==> src/rps_pkg.sv <==
// Purpose: shared constants for the reset source and power-up timer block
// Assumes: 32-bit APB, byte addresses, one aligned word per register
// Notes: config reset value mirrors an unprogrammed part
package rps_pkg;
  // register byte offsets
  localparam int unsigned APB_AW    = 4;
  localparam logic [3:0]  ADDR_CFG  = 4'h0;
  localparam logic [3:0]  ADDR_STAT = 4'h4;
  localparam logic [3:0]  ADDR_ISR  = 4'h8;
  localparam logic [3:0]  ADDR_IMR  = 4'hc;

  // cfg fields
  localparam int unsigned CFG_OSC_LO  = 0;
  localparam int unsigned CFG_OSC_HI  = 1;
  localparam int unsigned CFG_PUD_EN  = 2;
  localparam int unsigned CFG_BRN_EN  = 3;
  localparam int unsigned CFG_EXT_CLK = 4;
  localparam int unsigned CFG_W       = 5;
  // rc mode, delay off, brown-out on, resonator fitted
  localparam logic [CFG_W-1:0] CFG_RST = 5'h0b;

  // stat fields
  localparam int unsigned STAT_TMO    = 0;
  localparam int unsigned STAT_PWD    = 1;
  localparam int unsigned STAT_CAU_LO = 2;
  localparam int unsigned STAT_CAU_HI = 4;
  localparam int unsigned STAT_RST    = 5;
  localparam int unsigned STAT_PUD    = 6;
  localparam int unsigned STAT_OSU    = 7;
  localparam logic        FLAG_RST    = 1'h1;

  // synchronised pin vector
  localparam int unsigned PIN_MCN = 0;
  localparam int unsigned PIN_SUP = 1;
  localparam int unsigned PIN_BRN = 2;
  localparam int unsigned PIN_RCO = 3;
  localparam int unsigned PIN_CLK = 4;
  localparam int unsigned NPIN    = 5;
  localparam logic [NPIN-1:0] PIN_RST = 5'h01; // clear pin idles high

  // timing
  localparam int unsigned PUD_TIME_MS     = 72;
  localparam int unsigned RCOSC_KHZ       = 100; // nominal, plain default
  localparam int unsigned OSU_CYCLES      = 1024;
  localparam int unsigned FILT_CYCLES_DEF = 8;

  typedef enum logic [1:0] {
    low_power_crystal_mode  = 2'h0,
    crystal_resonator_mode  = 2'h1,
    high_speed_crystal_mode = 2'h2,
    resistor_capacitor_mode = 2'h3
  } rps_osc_t;

  localparam int unsigned NCAUSE = 7;
  typedef enum logic [2:0] {
    cause_por        = 3'h0,
    cause_mrst_run   = 3'h1,
    cause_mrst_sleep = 3'h2,
    cause_wdog_rst   = 3'h3,
    cause_wdog_wake  = 3'h4,
    cause_brown      = 3'h5,
    cause_int_wake   = 3'h6
  } rps_cause_t;

  // gray along hold -> delay -> start-up -> run
  typedef enum logic [1:0] {
    st_run  = 2'h0,
    st_hold = 2'h1,
    st_pud  = 2'h3,
    st_osu  = 2'h2
  } rps_state_t;
endpackage

==> src/rps_tmr_if.sv <==
// Purpose: start/tick/done bundle between sequencer and a down counter
// Assumes: all signals on pclk
// Notes: done is a one-cycle pulse
`timescale 1ns/1ps
interface rps_tmr_if #(parameter int unsigned W = 16);
  logic         start;
  logic         tick;
  logic [W-1:0] limit;
  logic         busy;
  logic         done;
  modport owner (output start, output tick, output limit, input busy, input done);
  modport timer (input start, input tick, input limit, output busy, output done);
endinterface

==> src/rps_reset_ctl.sv <==
// Purpose: reset cause decode, power-up delay, oscillator start-up count
// Assumes: pins asynchronous to pclk; watchdog and sleep strobes on pclk
// Notes: delay ticks on the on-chip rc oscillator, start-up on clock input
//
// Implementation choices: the APB interface to the registers and the address map.
`timescale 1ns/1ps
module rps_reset_ctl #(
  parameter int unsigned PUD_TICKS   = rps_pkg::PUD_TIME_MS * rps_pkg::RCOSC_KHZ,
  parameter int unsigned FILT_CYCLES = rps_pkg::FILT_CYCLES_DEF,
  parameter int unsigned TW          = 16
) (
  input  wire logic                      pclk,
  input  wire logic                      presetn,
  input  wire logic                      clk_en,
  input  wire logic                      psel,
  input  wire logic                      penable,
  input  wire logic                      pwrite,
  input  wire logic [rps_pkg::APB_AW-1:0] paddr,
  input  wire logic [31:0]               pwdata,
  output logic      [31:0]               prdata,
  output logic                           pready,
  output logic                           pslverr,
  input  wire logic                      master_clear_pin_n,
  output logic                           master_clear_pin_o,
  output logic                           master_clear_pin_oe,
  input  wire logic                      supply_rise_det,
  input  wire logic                      brownout_det,
  input  wire logic                      rcosc_clk,
  input  wire logic                      clock_input_pin,
  input  wire logic                      watchdog_timeout,
  input  wire logic                      sleep_state,
  input  wire logic                      int_wake,
  output logic                           chip_reset,
  output logic                           regs_reset,
  output logic                           wake_resume,
  output logic      [1:0]                osc_mode_select,
  output logic                           osc_amp_en,
  output logic                           irq
);
  localparam int unsigned FW = $clog2(FILT_CYCLES + 1);
  localparam logic [FW-1:0] FILT_LAST = FW'(FILT_CYCLES - 1);

  rps_tmr_if #(.W(TW)) pud ();
  rps_tmr_if #(.W(TW)) osu ();

  logic [rps_pkg::NPIN-1:0]   pin_s1;
  logic [rps_pkg::NPIN-1:0]   pin_s2;
  logic [rps_pkg::NPIN-1:0]   pin_d3;
  logic [FW-1:0]              filt_cnt;
  logic                       mrst_low;
  logic                       mrst_fall;
  logic [rps_pkg::CFG_W-1:0]  cfg;
  logic [rps_pkg::NCAUSE-1:0] isr;
  logic [rps_pkg::NCAUSE-1:0] imr;
  rps_pkg::rps_state_t        state;
  rps_pkg::rps_state_t        next_state;
  rps_pkg::rps_cause_t        cause;
  rps_pkg::rps_cause_t        cause_in;
  logic                       ev_ok;
  logic                       is_wake;
  logic                       need_pud;
  logic                       next_need_pud;
  logic                       need_osu;
  logic                       next_need_osu;
  logic                       defd;
  logic                       next_defd;
  logic                       timeout_flag;
  logic                       powerdown_flag;
  logic                       por_ev;
  logic                       brn_ev;
  logic                       xtal;
  logic                       pud_on;
  logic                       hold_on;
  logic                       wr_acc;
  logic [rps_pkg::NCAUSE-1:0] ev_vec;
  logic [rps_pkg::NCAUSE-1:0] w1c;

  // two flops on every pin; the third only feeds edge detectors
  always_ff @(posedge pclk or negedge presetn) begin
    if (!presetn) begin
      pin_s1 <= rps_pkg::PIN_RST;
      pin_s2 <= rps_pkg::PIN_RST;
      pin_d3 <= rps_pkg::PIN_RST;
    end else if (clk_en) begin
      pin_s1 <= {clock_input_pin, rcosc_clk, brownout_det,
                 supply_rise_det, master_clear_pin_n};
      pin_s2 <= pin_s1;
      pin_d3 <= pin_s2;
    end
  end

  // clear pin filter: level must hold FILT_CYCLES samples to count
  always_ff @(posedge pclk or negedge presetn) begin
    if (!presetn) begin
      filt_cnt  <= '0;
      mrst_low  <= 1'h0;
      mrst_fall <= 1'h0;
    end else if (clk_en) begin
      mrst_fall <= 1'h0;
      if (pin_s2[rps_pkg::PIN_MCN] != mrst_low) begin
        filt_cnt <= '0;
      end else if (filt_cnt == FILT_LAST) begin
        filt_cnt  <= '0;
        mrst_low  <= !mrst_low;
        mrst_fall <= !mrst_low;
      end else begin
        filt_cnt <= filt_cnt + FW'(1);
      end
    end
  end

  // rising supply edge is the power-on pulse
  assign por_ev  = pin_s2[rps_pkg::PIN_SUP] & ~pin_d3[rps_pkg::PIN_SUP];
  assign brn_ev  = cfg[rps_pkg::CFG_BRN_EN] & pin_s2[rps_pkg::PIN_BRN]
                   & ~pin_d3[rps_pkg::PIN_BRN];
  assign xtal    = cfg[rps_pkg::CFG_OSC_HI:rps_pkg::CFG_OSC_LO]
                   != rps_pkg::resistor_capacitor_mode;
  assign pud_on  = cfg[rps_pkg::CFG_PUD_EN] | cfg[rps_pkg::CFG_BRN_EN];
  assign hold_on = mrst_low | (cfg[rps_pkg::CFG_BRN_EN] & pin_s2[rps_pkg::PIN_BRN]);

  // cause priority: power-on, brown-out, clear, watchdog, wake
  always_comb begin
    ev_ok    = 1'h1;
    cause_in = cause;
    if (por_ev) begin
      cause_in = rps_pkg::cause_por;
    end else if (brn_ev) begin
      cause_in = rps_pkg::cause_brown;
    end else if (state == rps_pkg::st_run && mrst_fall) begin
      cause_in = sleep_state ? rps_pkg::cause_mrst_sleep : rps_pkg::cause_mrst_run;
    end else if (state == rps_pkg::st_run && watchdog_timeout) begin
      cause_in = sleep_state ? rps_pkg::cause_wdog_wake : rps_pkg::cause_wdog_rst;
    end else if (state == rps_pkg::st_run && int_wake && sleep_state) begin
      cause_in = rps_pkg::cause_int_wake;
    end else begin
      ev_ok = 1'h0;
    end
  end

  assign is_wake = cause_in == rps_pkg::cause_wdog_wake
                   || cause_in == rps_pkg::cause_int_wake;

  // sequencer next state; wake skips the hold and the register reset, chip reset stays on through a crystal start-up
  always_comb begin
    next_state    = state;
    next_need_pud = need_pud;
    next_need_osu = need_osu;
    next_defd     = defd;
    if (ev_ok) begin
      next_defd     = !is_wake;
      next_need_pud = cause_in == rps_pkg::cause_por
                      || cause_in == rps_pkg::cause_brown;
      next_need_osu = cause_in == rps_pkg::cause_por || is_wake;
      if (is_wake) begin
        next_state = xtal ? rps_pkg::st_osu : rps_pkg::st_run;
      end else begin
        next_state = rps_pkg::st_hold;
      end
    end else begin
      unique case (state)
        rps_pkg::st_run: begin
          next_state = rps_pkg::st_run;
        end
        rps_pkg::st_hold: begin
          if (!hold_on) begin
            if (need_pud && pud_on) begin
              next_state = rps_pkg::st_pud;
            end else if (need_osu && xtal) begin
              next_state = rps_pkg::st_osu;
            end else begin
              next_state = rps_pkg::st_run;
            end
          end
        end
        rps_pkg::st_pud: begin
          if (pud.done) begin
            next_state = (need_osu && xtal) ? rps_pkg::st_osu : rps_pkg::st_run;
          end
        end
        rps_pkg::st_osu: begin
          if (osu.done) begin
            next_state = rps_pkg::st_run;
          end
        end
      endcase
    end
  end

  // sequencer registers and reset outputs
  always_ff @(posedge pclk or negedge presetn) begin
    if (!presetn) begin
      state       <= rps_pkg::st_hold;
      need_pud    <= 1'h1;
      need_osu    <= 1'h1;
      defd        <= 1'h1;
      chip_reset  <= 1'h1;
      regs_reset  <= 1'h1;
      wake_resume <= 1'h0;
    end else if (clk_en) begin
      state       <= next_state;
      need_pud    <= next_need_pud;
      need_osu    <= next_need_osu;
      defd        <= next_defd;
      chip_reset  <= (next_state != rps_pkg::st_run) | mrst_low;
      // reset-independent storage sees only presetn, never this
      regs_reset  <= (next_state != rps_pkg::st_run) & next_defd;
      wake_resume <= !next_defd && next_state == rps_pkg::st_run
                     && (state != rps_pkg::st_run || ev_ok);
    end
  end

  // delay counts rc oscillator edges, start-up counts clock input edges
  assign pud.start = next_state == rps_pkg::st_pud && state != rps_pkg::st_pud;
  assign pud.tick  = pin_s2[rps_pkg::PIN_RCO] & ~pin_d3[rps_pkg::PIN_RCO];
  assign pud.limit = TW'(PUD_TICKS);
  assign osu.start = next_state == rps_pkg::st_osu && state != rps_pkg::st_osu;
  assign osu.tick  = pin_s2[rps_pkg::PIN_CLK] & ~pin_d3[rps_pkg::PIN_CLK];
  assign osu.limit = TW'(rps_pkg::OSU_CYCLES);

  rps_tmr #(.W(TW)) u_pud (
    .pclk    (pclk),
    .presetn (presetn),
    .clk_en  (clk_en),
    .tmr     (pud)
  );

  rps_tmr #(.W(TW)) u_osu (
    .pclk    (pclk),
    .presetn (presetn),
    .clk_en  (clk_en),
    .tmr     (osu)
  );

  // cause and flag record for software
  always_ff @(posedge pclk or negedge presetn) begin
    if (!presetn) begin
      cause          <= rps_pkg::cause_por;
      timeout_flag   <= rps_pkg::FLAG_RST;
      powerdown_flag <= rps_pkg::FLAG_RST;
    end else if (clk_en && ev_ok) begin
      cause <= cause_in;
      unique case (cause_in)
        rps_pkg::cause_por, rps_pkg::cause_brown: begin
          timeout_flag   <= 1'h1;
          powerdown_flag <= 1'h1;
        end
        rps_pkg::cause_mrst_run: begin
          timeout_flag <= timeout_flag; // left as it was
        end
        rps_pkg::cause_mrst_sleep, rps_pkg::cause_int_wake: begin
          timeout_flag   <= 1'h1;
          powerdown_flag <= 1'h0;
        end
        rps_pkg::cause_wdog_rst: begin
          timeout_flag <= 1'h0;
        end
        rps_pkg::cause_wdog_wake: begin
          timeout_flag   <= 1'h0;
          powerdown_flag <= 1'h0;
        end
        default: begin
          timeout_flag <= timeout_flag; // unused code
        end
      endcase
    end
  end

  // apb: zero wait states, misaligned address answers with an error
  assign pready  = 1'h1;
  assign pslverr = psel & penable & (paddr[1:0] != 2'h0);
  assign wr_acc  = psel & penable & pwrite & (paddr[1:0] == 2'h0);
  assign ev_vec  = ev_ok ? rps_pkg::NCAUSE'(7'h01 << cause_in) : '0;
  assign w1c     = (wr_acc && paddr == rps_pkg::ADDR_ISR)
                   ? pwdata[rps_pkg::NCAUSE-1:0] : '0;

  // config, mask, sticky causes; a new cause wins over its own clear
  always_ff @(posedge pclk or negedge presetn) begin
    if (!presetn) begin
      cfg <= rps_pkg::CFG_RST;
      imr <= '0;
      isr <= '0;
    end else if (clk_en) begin
      isr <= (isr & ~w1c) | ev_vec;
      if (wr_acc && paddr == rps_pkg::ADDR_CFG) begin
        cfg <= pwdata[rps_pkg::CFG_W-1:0];
      end
      if (wr_acc && paddr == rps_pkg::ADDR_IMR) begin
        imr <= pwdata[rps_pkg::NCAUSE-1:0];
      end
    end
  end

  // read data captured in the setup phase, valid in the access phase
  always_ff @(posedge pclk or negedge presetn) begin
    if (!presetn) begin
      prdata <= '0;
    end else if (clk_en && psel && !penable) begin
      unique case (paddr)
        rps_pkg::ADDR_CFG:  prdata <= 32'(cfg);
        rps_pkg::ADDR_STAT: prdata <= 32'({osu.busy, pud.busy, chip_reset,
                                          cause, powerdown_flag, timeout_flag});
        rps_pkg::ADDR_ISR:  prdata <= 32'(isr);
        rps_pkg::ADDR_IMR:  prdata <= 32'(imr);
        default:            prdata <= '0;
      endcase
    end
  end

  // oscillator outputs and irq; amplifier off when an outside clock drives the pin
  always_ff @(posedge pclk or negedge presetn) begin
    if (!presetn) begin
      osc_mode_select <= rps_pkg::CFG_RST[rps_pkg::CFG_OSC_HI:rps_pkg::CFG_OSC_LO];
      osc_amp_en      <= 1'h0;
      irq             <= 1'h0;
    end else if (clk_en) begin
      osc_mode_select <= cfg[rps_pkg::CFG_OSC_HI:rps_pkg::CFG_OSC_LO];
      osc_amp_en      <= xtal & ~cfg[rps_pkg::CFG_EXT_CLK];
      irq             <= |(isr & imr);
    end
  end

  // the clear pin is input only: no reset cause ever pulls it
  assign master_clear_pin_o  = 1'h0;
  assign master_clear_pin_oe = 1'h0;
endmodule

==> src/rps_tmr.sv <==
// Purpose: down counter of tick pulses with busy level and done pulse
// Assumes: start and tick come from logic on pclk
// Notes: a start while busy reloads the count
`timescale 1ns/1ps
module rps_tmr #(
  parameter int unsigned W = 16
) (
  input  wire logic pclk,
  input  wire logic presetn,
  input  wire logic clk_en,
  rps_tmr_if.timer  tmr
);
  logic [W-1:0] cnt;

  // reload on start, count ticks, pulse done on the last one
  always_ff @(posedge pclk or negedge presetn) begin
    if (!presetn) begin
      cnt      <= '0;
      tmr.busy <= 1'h0;
      tmr.done <= 1'h0;
    end else if (clk_en) begin
      tmr.done <= 1'h0;
      if (tmr.start) begin
        cnt      <= tmr.limit;
        tmr.busy <= 1'h1;
      end else if (tmr.busy && tmr.tick) begin
        cnt <= cnt - W'(1);
        if (cnt <= W'(1)) begin
          tmr.busy <= 1'h0;
          tmr.done <= 1'h1;
        end
      end
    end
  end
endmodule

==> config.mk <==
export PLATFORM = sky130hd
export DESIGN_NAME = rps_reset_ctl
export DESIGN_NICKNAME = d
export VERILOG_FILES = /design/src/rps_pkg.sv /design/src/rps_tmr_if.sv /design/src/rps_reset_ctl.sv /design/src/rps_tmr.sv
export SDC_FILE = /design/constraint.sdc
export NUM_CORES = 1
export LEC_CHECK = 0
export BUFFER_PORTS_ARGS = -buffer_cell sky130_fd_sc_hd__buf_2
export CAP_MARGIN = 20
export CORE_UTILIZATION = 26
export CTS_CLUSTER_DIAMETER = 150
export DETAILED_ROUTE_END_ITERATION = 10
export PLACE_DENSITY = 0.41
export REMOVE_ABC_BUFFERS = 1
export SETUP_SLACK_MARGIN = 0.5
export SYNTH_ARGS = -nofsm -noshare
export SYNTH_HDL_FRONTEND = slang
export SYNTH_HIERARCHICAL = 1
export SYNTH_SLANG_ARGS = --single-unit
==> constraint.sdc <==
create_clock -name pclk -period 2.69 [get_ports pclk]
set_input_delay 0.269 -clock pclk [delete_from_list [all_inputs] [get_ports pclk]]
set_output_delay 0.269 -clock pclk [all_outputs]
set_load 0.02 [all_outputs]
# Word level (Yosys, flattened, before mapping)
# Cells that the tools add are included.
# word_totals
regBits	125
output_inout_bits	43
# classes
bitwise_logic	24
n_eq_ne	18
magnitude_cmp	2
n_addsub	3
shifts	1
reduce_logical	55
n_mux	47
# op_table
operator	count
$mux 16	4
$le 16x1->1 const B	2
$pmux 8 s4	1
$sub 16x1->16 const B	2
$mux 1	20
$logic_and 1x1->1	18
$mux 2	9
$mux 3	6
$reduce_bool 2->1	9
$and 7x7->7	2
$mux 7	2
$reduce_and 2->1	7
$and 1x1->1	11
$eq 3x3->1 const B	3
$reduce_and 3->1	3
$eq 2x2->1 const B	4
$eq 4x3->1 const B	2
$eq 4x4->1 const B	2
$mux 4	2
$pmux 2 s4	1
$not 7->7	1
$or 7x7->7	1
$reduce_or 7->1	1
$shl 1x3->7 const A	1
16 further kinds	36

# Depth between registers and ports, before layout
# logic_depth
depth_word	16
depth_mapped	13

# Hierarchy
# Netlist, hierarchy kept.
# by_module_without_submodules
module	instances	seq_area_each_um2	cells_per_inst	area_each_um2
rps_reset_ctl	1	1620.3	315	3394.5
rps_tmr (u_osu)	1	450.4	147	1242.4
rps_tmr (u_pud)	1	450.4	144	1222.4

# Worst setup path after synthesis
# Ideal clock, no wire load.
# synth_timing
kind	flip-flop to flip-flop
from	register state[0]
to	register u_osu.cnt[15]
period_less_slack_ns	2.477
stages_incl_launch_ff	14
arrival_ns	2.395
required_time_ns	2.608
setup_slack_ns	0.213
cell_sequence	dfstp_2 > buf_6 > or2_1 > buf_6 > o211ai_1 > a31oi_1 > nor2_1 > nor3_1 > clkbuf_1 > buf_1 > nor2_1 > o31ai_1 > o311ai_0 > a31oi_1
# synth_between
elab_chain_len	16
word_cells_on_any_way	33
cone_classes	eq/ne (7); mux (17); reduce/logical (9)
# synth_lines
element	line	text
start, declared	rps_reset_ctl.sv:55	rps_pkg::rps_state_t state;
start signal, assigned	rps_reset_ctl.sv:192	state <= rps_pkg::st_hold;
start signal, assigned	rps_reset_ctl.sv:200	state <= next_state;
$logic_not 2->1	-	
$logic_and 1x1->1 (2 in series)	rps_reset_ctl.sv:133	end else if (state == rps_pkg::st_run && int_wake && sleep_state) begin
$mux 3	rps_reset_ctl.sv:133	
$mux 3	rps_reset_ctl.sv:131	end else if (state == rps_pkg::st_run && watchdog_timeout) begin
$mux 3	rps_reset_ctl.sv:129	end else if (state == rps_pkg::st_run && mrst_fall) begin
$mux 3	rps_reset_ctl.sv:127	end else if (brn_ev) begin
$mux 3	rps_reset_ctl.sv:125	if (por_ev) begin
$eq 3x3->1 (on tied branches)	rps_reset_ctl.sv:140, rps_reset_ctl.sv:141	
$logic_or 1x1->1	rps_reset_ctl.sv:141	|| cause_in == rps_pkg::cause_int_wake;
$mux 2	rps_reset_ctl.sv:154	if (is_wake) begin
$mux 2	rps_reset_ctl.sv:149	if (ev_ok) begin
$eq 2x2->1	rps_reset_ctl.sv:216	assign osu.start = next_state == rps_pkg::st_osu && state != rps_pkg::st_osu;
$logic_and 1x1->1 *	rps_reset_ctl.sv:216	
named net osu.start	rps_tmr_if.sv:6	logic start;
$reduce_bool 2->1 (no source line)	-	
$reduce_and 2->1 (no source line)	-	
end signal, assigned	rps_tmr.sv:24	cnt <= tmr.limit;
end signal, assigned	rps_tmr.sv:27	cnt <= cnt - W'(1);
end, declared	rps_tmr.sv:13	logic [W-1:0] cnt;
# The timed path passes the listed nets; every way through them passes the cells marked *.
# A chain may end at the register's enable or synchronous reset.

# Worst setup path after layout
# layout_timing
from	register state[0]
to	register u_pud.cnt[14]
# layout_between
elab_chain_len	16
word_cells_on_any_way	33
cone_classes	eq/ne (7); mux (17); reduce/logical (9)
# layout_lines
element	line	text
$logic_not 2->1	-	
$logic_and 1x1->1 (2 in series)	rps_reset_ctl.sv:133	
$mux 3	rps_reset_ctl.sv:133	
$mux 3	rps_reset_ctl.sv:131	
$mux 3	rps_reset_ctl.sv:129	
$mux 3	rps_reset_ctl.sv:127	
$mux 3	rps_reset_ctl.sv:125	
$eq 3x3->1 (on tied branches)	rps_reset_ctl.sv:140, rps_reset_ctl.sv:141	
$logic_or 1x1->1	rps_reset_ctl.sv:141	
$mux 2	rps_reset_ctl.sv:154	
$mux 2	rps_reset_ctl.sv:149	
$eq 2x2->1	rps_reset_ctl.sv:213	assign pud.start = next_state == rps_pkg::st_pud && state != rps_pkg::st_pud;
$logic_and 1x1->1 *	rps_reset_ctl.sv:213	
named net pud.start	rps_tmr_if.sv:6	
$reduce_bool 2->1 (no source line)	-	
$reduce_and 2->1 (no source line)	-	
end signal, assigned	rps_tmr.sv:24	
end signal, assigned	rps_tmr.sv:27	
end, declared	rps_tmr.sv:13	
# Marked as above.

==> flow_summary.toml <==
[routing]
wl_met1_um = 7560
drt_wl_total_um = 16200
met3_length_um = 345
post-route-drc-count = 32
highest_layer = "met4"
routedWlPerCell_um = 15.6
detail-route-antenna-nets = 0
drt-initial-drc-count = 219
dr.pass1.iters = 8
via_count = 5014
via_per_inst = 4.84
routed-wl-met2_um = 8090

[worst_setup_path]
cpMaxStageDelayCell = "dfstp_2"
crit_path_frequent_cell = "buf_6"
crit_type = "flop to flop"
cpPeakStageDelay_ns = 0.60
crit_path_end_kind = "flop"
cp-start-kind = "flop"
cp.arrival_ns = 2.78
crit_chain = "buf_6 > nand3_4 > a21oi_2 > o311ai_2 > buf_4 > a2111oi_4 > buf_6 > o21ai_2 > or4_1 > nand4_1"
crit_fanout = 6
worst-endpoint-required_ns = 2.98

[timing]
slew_violations = 0
max_freq_mhz = 403
slew-limit-headroom = 0.534
rsz0062_at_grt = "yes"
postLayoutSetupSlackWorst_ns = 0.208
finalSetupViolCount = 0
final-hold-violation-count = 0
fin_crit_ns = 2.48
worst_hold_slack_ns = 0.139
min_period_over_period = 0.923
tightest_slew_ns = 0.699
finClkSkew_ns = 0.0159
fin_setup_tns_ns = 0

[clock_network]
cts_tree = "yes"
clk_pin_slew_ns = 0.08
htreeDepth = 3
cts_buffers = 9
clock-sinks = 100
clkLatencyLatePin_ns = 0.37
clk_path_buf_depth = 2
root_buffer = "clkbuf_16"

[synthesis]
ys_seq_elements = 100
synth_top_area_frac = 0.363
yosysTopAreaCell = "dfrtp_1"
ys.flop_type = "dfrtp_1"
synth.area.top_cells = "dfrtp_1 (36%), dfstp_2 (6.7%), mux2_2 (6.5%)"
syn-instance-count = 606
syn_area_per_cell_um2 = 9.67
synth_edf_count = 0
ys_seq_area_frac = 0.430
yosys_warnings = 6
yosysUniqueCellTypes = 82
ys_async_sr_fraction = 1.00
syn_area_mm2 = 0.00586

[global_route]
antenna_found_initial = 0
grt_start_max_net_pins = 51
grt_pass1_vias = 4962
grt_overflow_total = 0
grt_pass1_wl_um = 26200
grtUsageTotal = 0.141

[final_layout]
fin_area_mm2 = 0.00782
final_nets = 806
drive_above_1_share = 0.381
area_growth_pct = 33.5

[floorplan]
boundaryPins = 93
initial_core_util = 0.267
die_x_um = 152
fp-row-count = 54
core_mm2 = 0.0220
die_h_um = 152
dieArea_mm2 = 0.0231

[run]
maxCapViolations = 0

[pwr]
pwr_density_cell_mw_per_mm2 = 987
p_leak_nw = 3.41
power_mw = 7.73
peakVddDrop_mv = 0.331

[place]
place_ws_ns = 0.0482
placed_area_mm2 = 0.00662
gp_congestion = 0.792
numPortBuffers = 40
place_hpwl_um = 11000

[worst_hold_path]
min_path_type = "input port to flop"

[outcome]
violations = "DRC"
status = "finished with violations"
## path summary, 6_finish.rpt
check                                          from                        end  slack [ns]  depth (start not counted)
min reg2reg                timeout_flag$_DFFE_PN1P_   timeout_flag$_DFFE_PN1P_        0.48                          2
max reg2reg                    state[0]$_DFFE_PN1P_  u_pud/cnt[14]$_DFFE_PN0P_        0.21                         10
min                              master_clear_pin_n      pin_s1[0]$_DFFE_PN1P_        0.14                          2
max in group asynchronous                   presetn           defd$_DFFE_PN1P_        1.38                          3
max                            state[0]$_DFFE_PN1P_  u_pud/cnt[14]$_DFFE_PN0P_        0.21                         10
min in group asynchronous                   presetn      pin_d3[1]$_DFFE_PN0P_        0.49                          2
## state kept, by name, summed over array words and instances (netlist names), 2 cells and up
register         flops
filt_cnt             4
prdata               8
u_osu/cnt           16
cause                3
cfg                  5
pin_s2               5
u_pud/cnt           16
pin_d3               4
state                2
isr                  7
imr                  7
pin_s1               5
osc_mode_select      2
## through the flow
stage | util | cells
2_1_floorplan | - | 606
3_3_place_gp | 0.301 | 965
3_5_place_dp | 0.301 | 965
4_1_cts | 0.335 | 1014
5_1_grt | 0.356 | 1036
6_report | 0.356 | 1037
## worst max-delay path, delay by kind of cell (launching register included)
family / cells / cell delay [ns]
compound gates: 4 / 0.66
buf+inv: 3 / 0.49
flops: 1 / 0.60
simple gates: 3 / 0.66
## cells by family after synthesis
family	count (synthesis)	synth area share
AO/OA/AOI/OAI	148	0.176
AND/OR/NAND/NOR	218	0.201
adder cells (fa/ha/maj)	5	0.0107
buffers and inverters	80	0.0732
XOR/XNOR	2	0.00299
multiplexers	51	0.105
other	2	0.00128
flip-flops	100	0.430
## synth_stat cells, types with 3 or more instances
cell and n:
mux2i_1 11, a22oi_1 3, and3_1 8, o21ai_0 29, buf_2 3, mux2_2 34
clkbuf_1 22, a21o_1 4, nor3_1 16, buf_6 3, a31oi_1 7, ha_1 5
nand2_1 49, o21a_1 4, or2_2 3, nand4_1 9, o22ai_1 10, mux4_2 5
nor2_1 52, inv_1 22, nand3b_1 5, a22o_1 18, nand3_1 21, o211ai_1 7
nor4_1 8, or3_1 3, buf_4 27, nand2b_1 4, or4_1 4, o31ai_1 7
nor4_2 3, and2_1 4, a21oi_1 26, a2bb2oi_1 4, dfrtp_1 85, dfstp_2 15
a211oi_1 3, nor2b_1 11
## area by class of cell
cell class | instances | area (µm²)
antenna | 1 | 2.50
sequential | 100 | 2520
timing repair buffer | 134 | 1080
clock inverter | 6 | 76.3
inverter | 22 | 85.1
clock buffer | 10 | 229
multi-input combinational | 484 | 3470
tap | 280 | 350
fill | 2200 | 14100
## routing by layer
metal  track usage  up-vias
met1         0.182     2494
met5             0        -
met3        0.0257       19
met2         0.240       64
li1              -     2437
met4        0.0403        0
## power breakdown
part           internal (mW)  switching, mW  total [mW]
logic                   1.98           1.84        3.82
clock network          0.744          0.659        1.40
registers               1.97          0.535        2.50
## layout by cell type (no fill, tap or decap), types with 4 or more instances in the layout
| cell | Yosys | final |
|---|---|---|
| a2bb2oi_1 | 4 | 4 |
| o22ai_1 | 10 | 6 |
| a21oi_2 | 0 | 8 |
| nand4_1 | 9 | 9 |
| a31oi_1 | 7 | 6 |
| nand2_2 | 0 | 4 |
| a22o_1 | 18 | 18 |
| mux4_2 | 5 | 5 |
| dfstp_2 | 15 | 15 |
| o21a_1 | 4 | 4 |
| o211ai_1 | 7 | 7 |
| o21ai_1 | 1 | 15 |
| mux2_2 | 34 | 33 |
| o31ai_1 | 7 | 4 |
| a21oi_1 | 26 | 17 |
| clkbuf_16 | 0 | 9 |
| ha_1 | 5 | 5 |
| nand2_1 | 49 | 45 |
| o21ai_0 | 29 | 11 |
| nor2_1 | 52 | 43 |
| a21o_1 | 4 | 4 |
| o21ai_2 | 2 | 6 |
| conb_1 | 2 | 60 |
| inv_6 | 0 | 4 |
| nand3b_1 | 5 | 5 |
| buf_2 | 3 | 38 |
| nand3_1 | 21 | 18 |
| nor2_2 | 1 | 8 |
| nor2b_1 | 11 | 10 |
| nor4_1 | 8 | 6 |
| buf_4 | 27 | 56 |
| nor3_1 | 16 | 13 |
| buf_6 | 3 | 35 |
| dfrtp_1 | 85 | 84 |
| and3_1 | 8 | 5 |
| inv_1 | 22 | 20 |
| mux2i_1 | 11 | 11 |
## what timing repair did
item / 4_1_cts / 5_1_grt
pin swaps: 26 / 34
hold buffers: 1 / 0
endpoints found under the setup margin: 39 / 46
endpoints found under the hold margin: 29 / 0
setup buffers: 31 / 21
resized for setup: 58 / 83
cloned: 1 / 1
No activity file was read; power rests on OpenSTA's default activity.
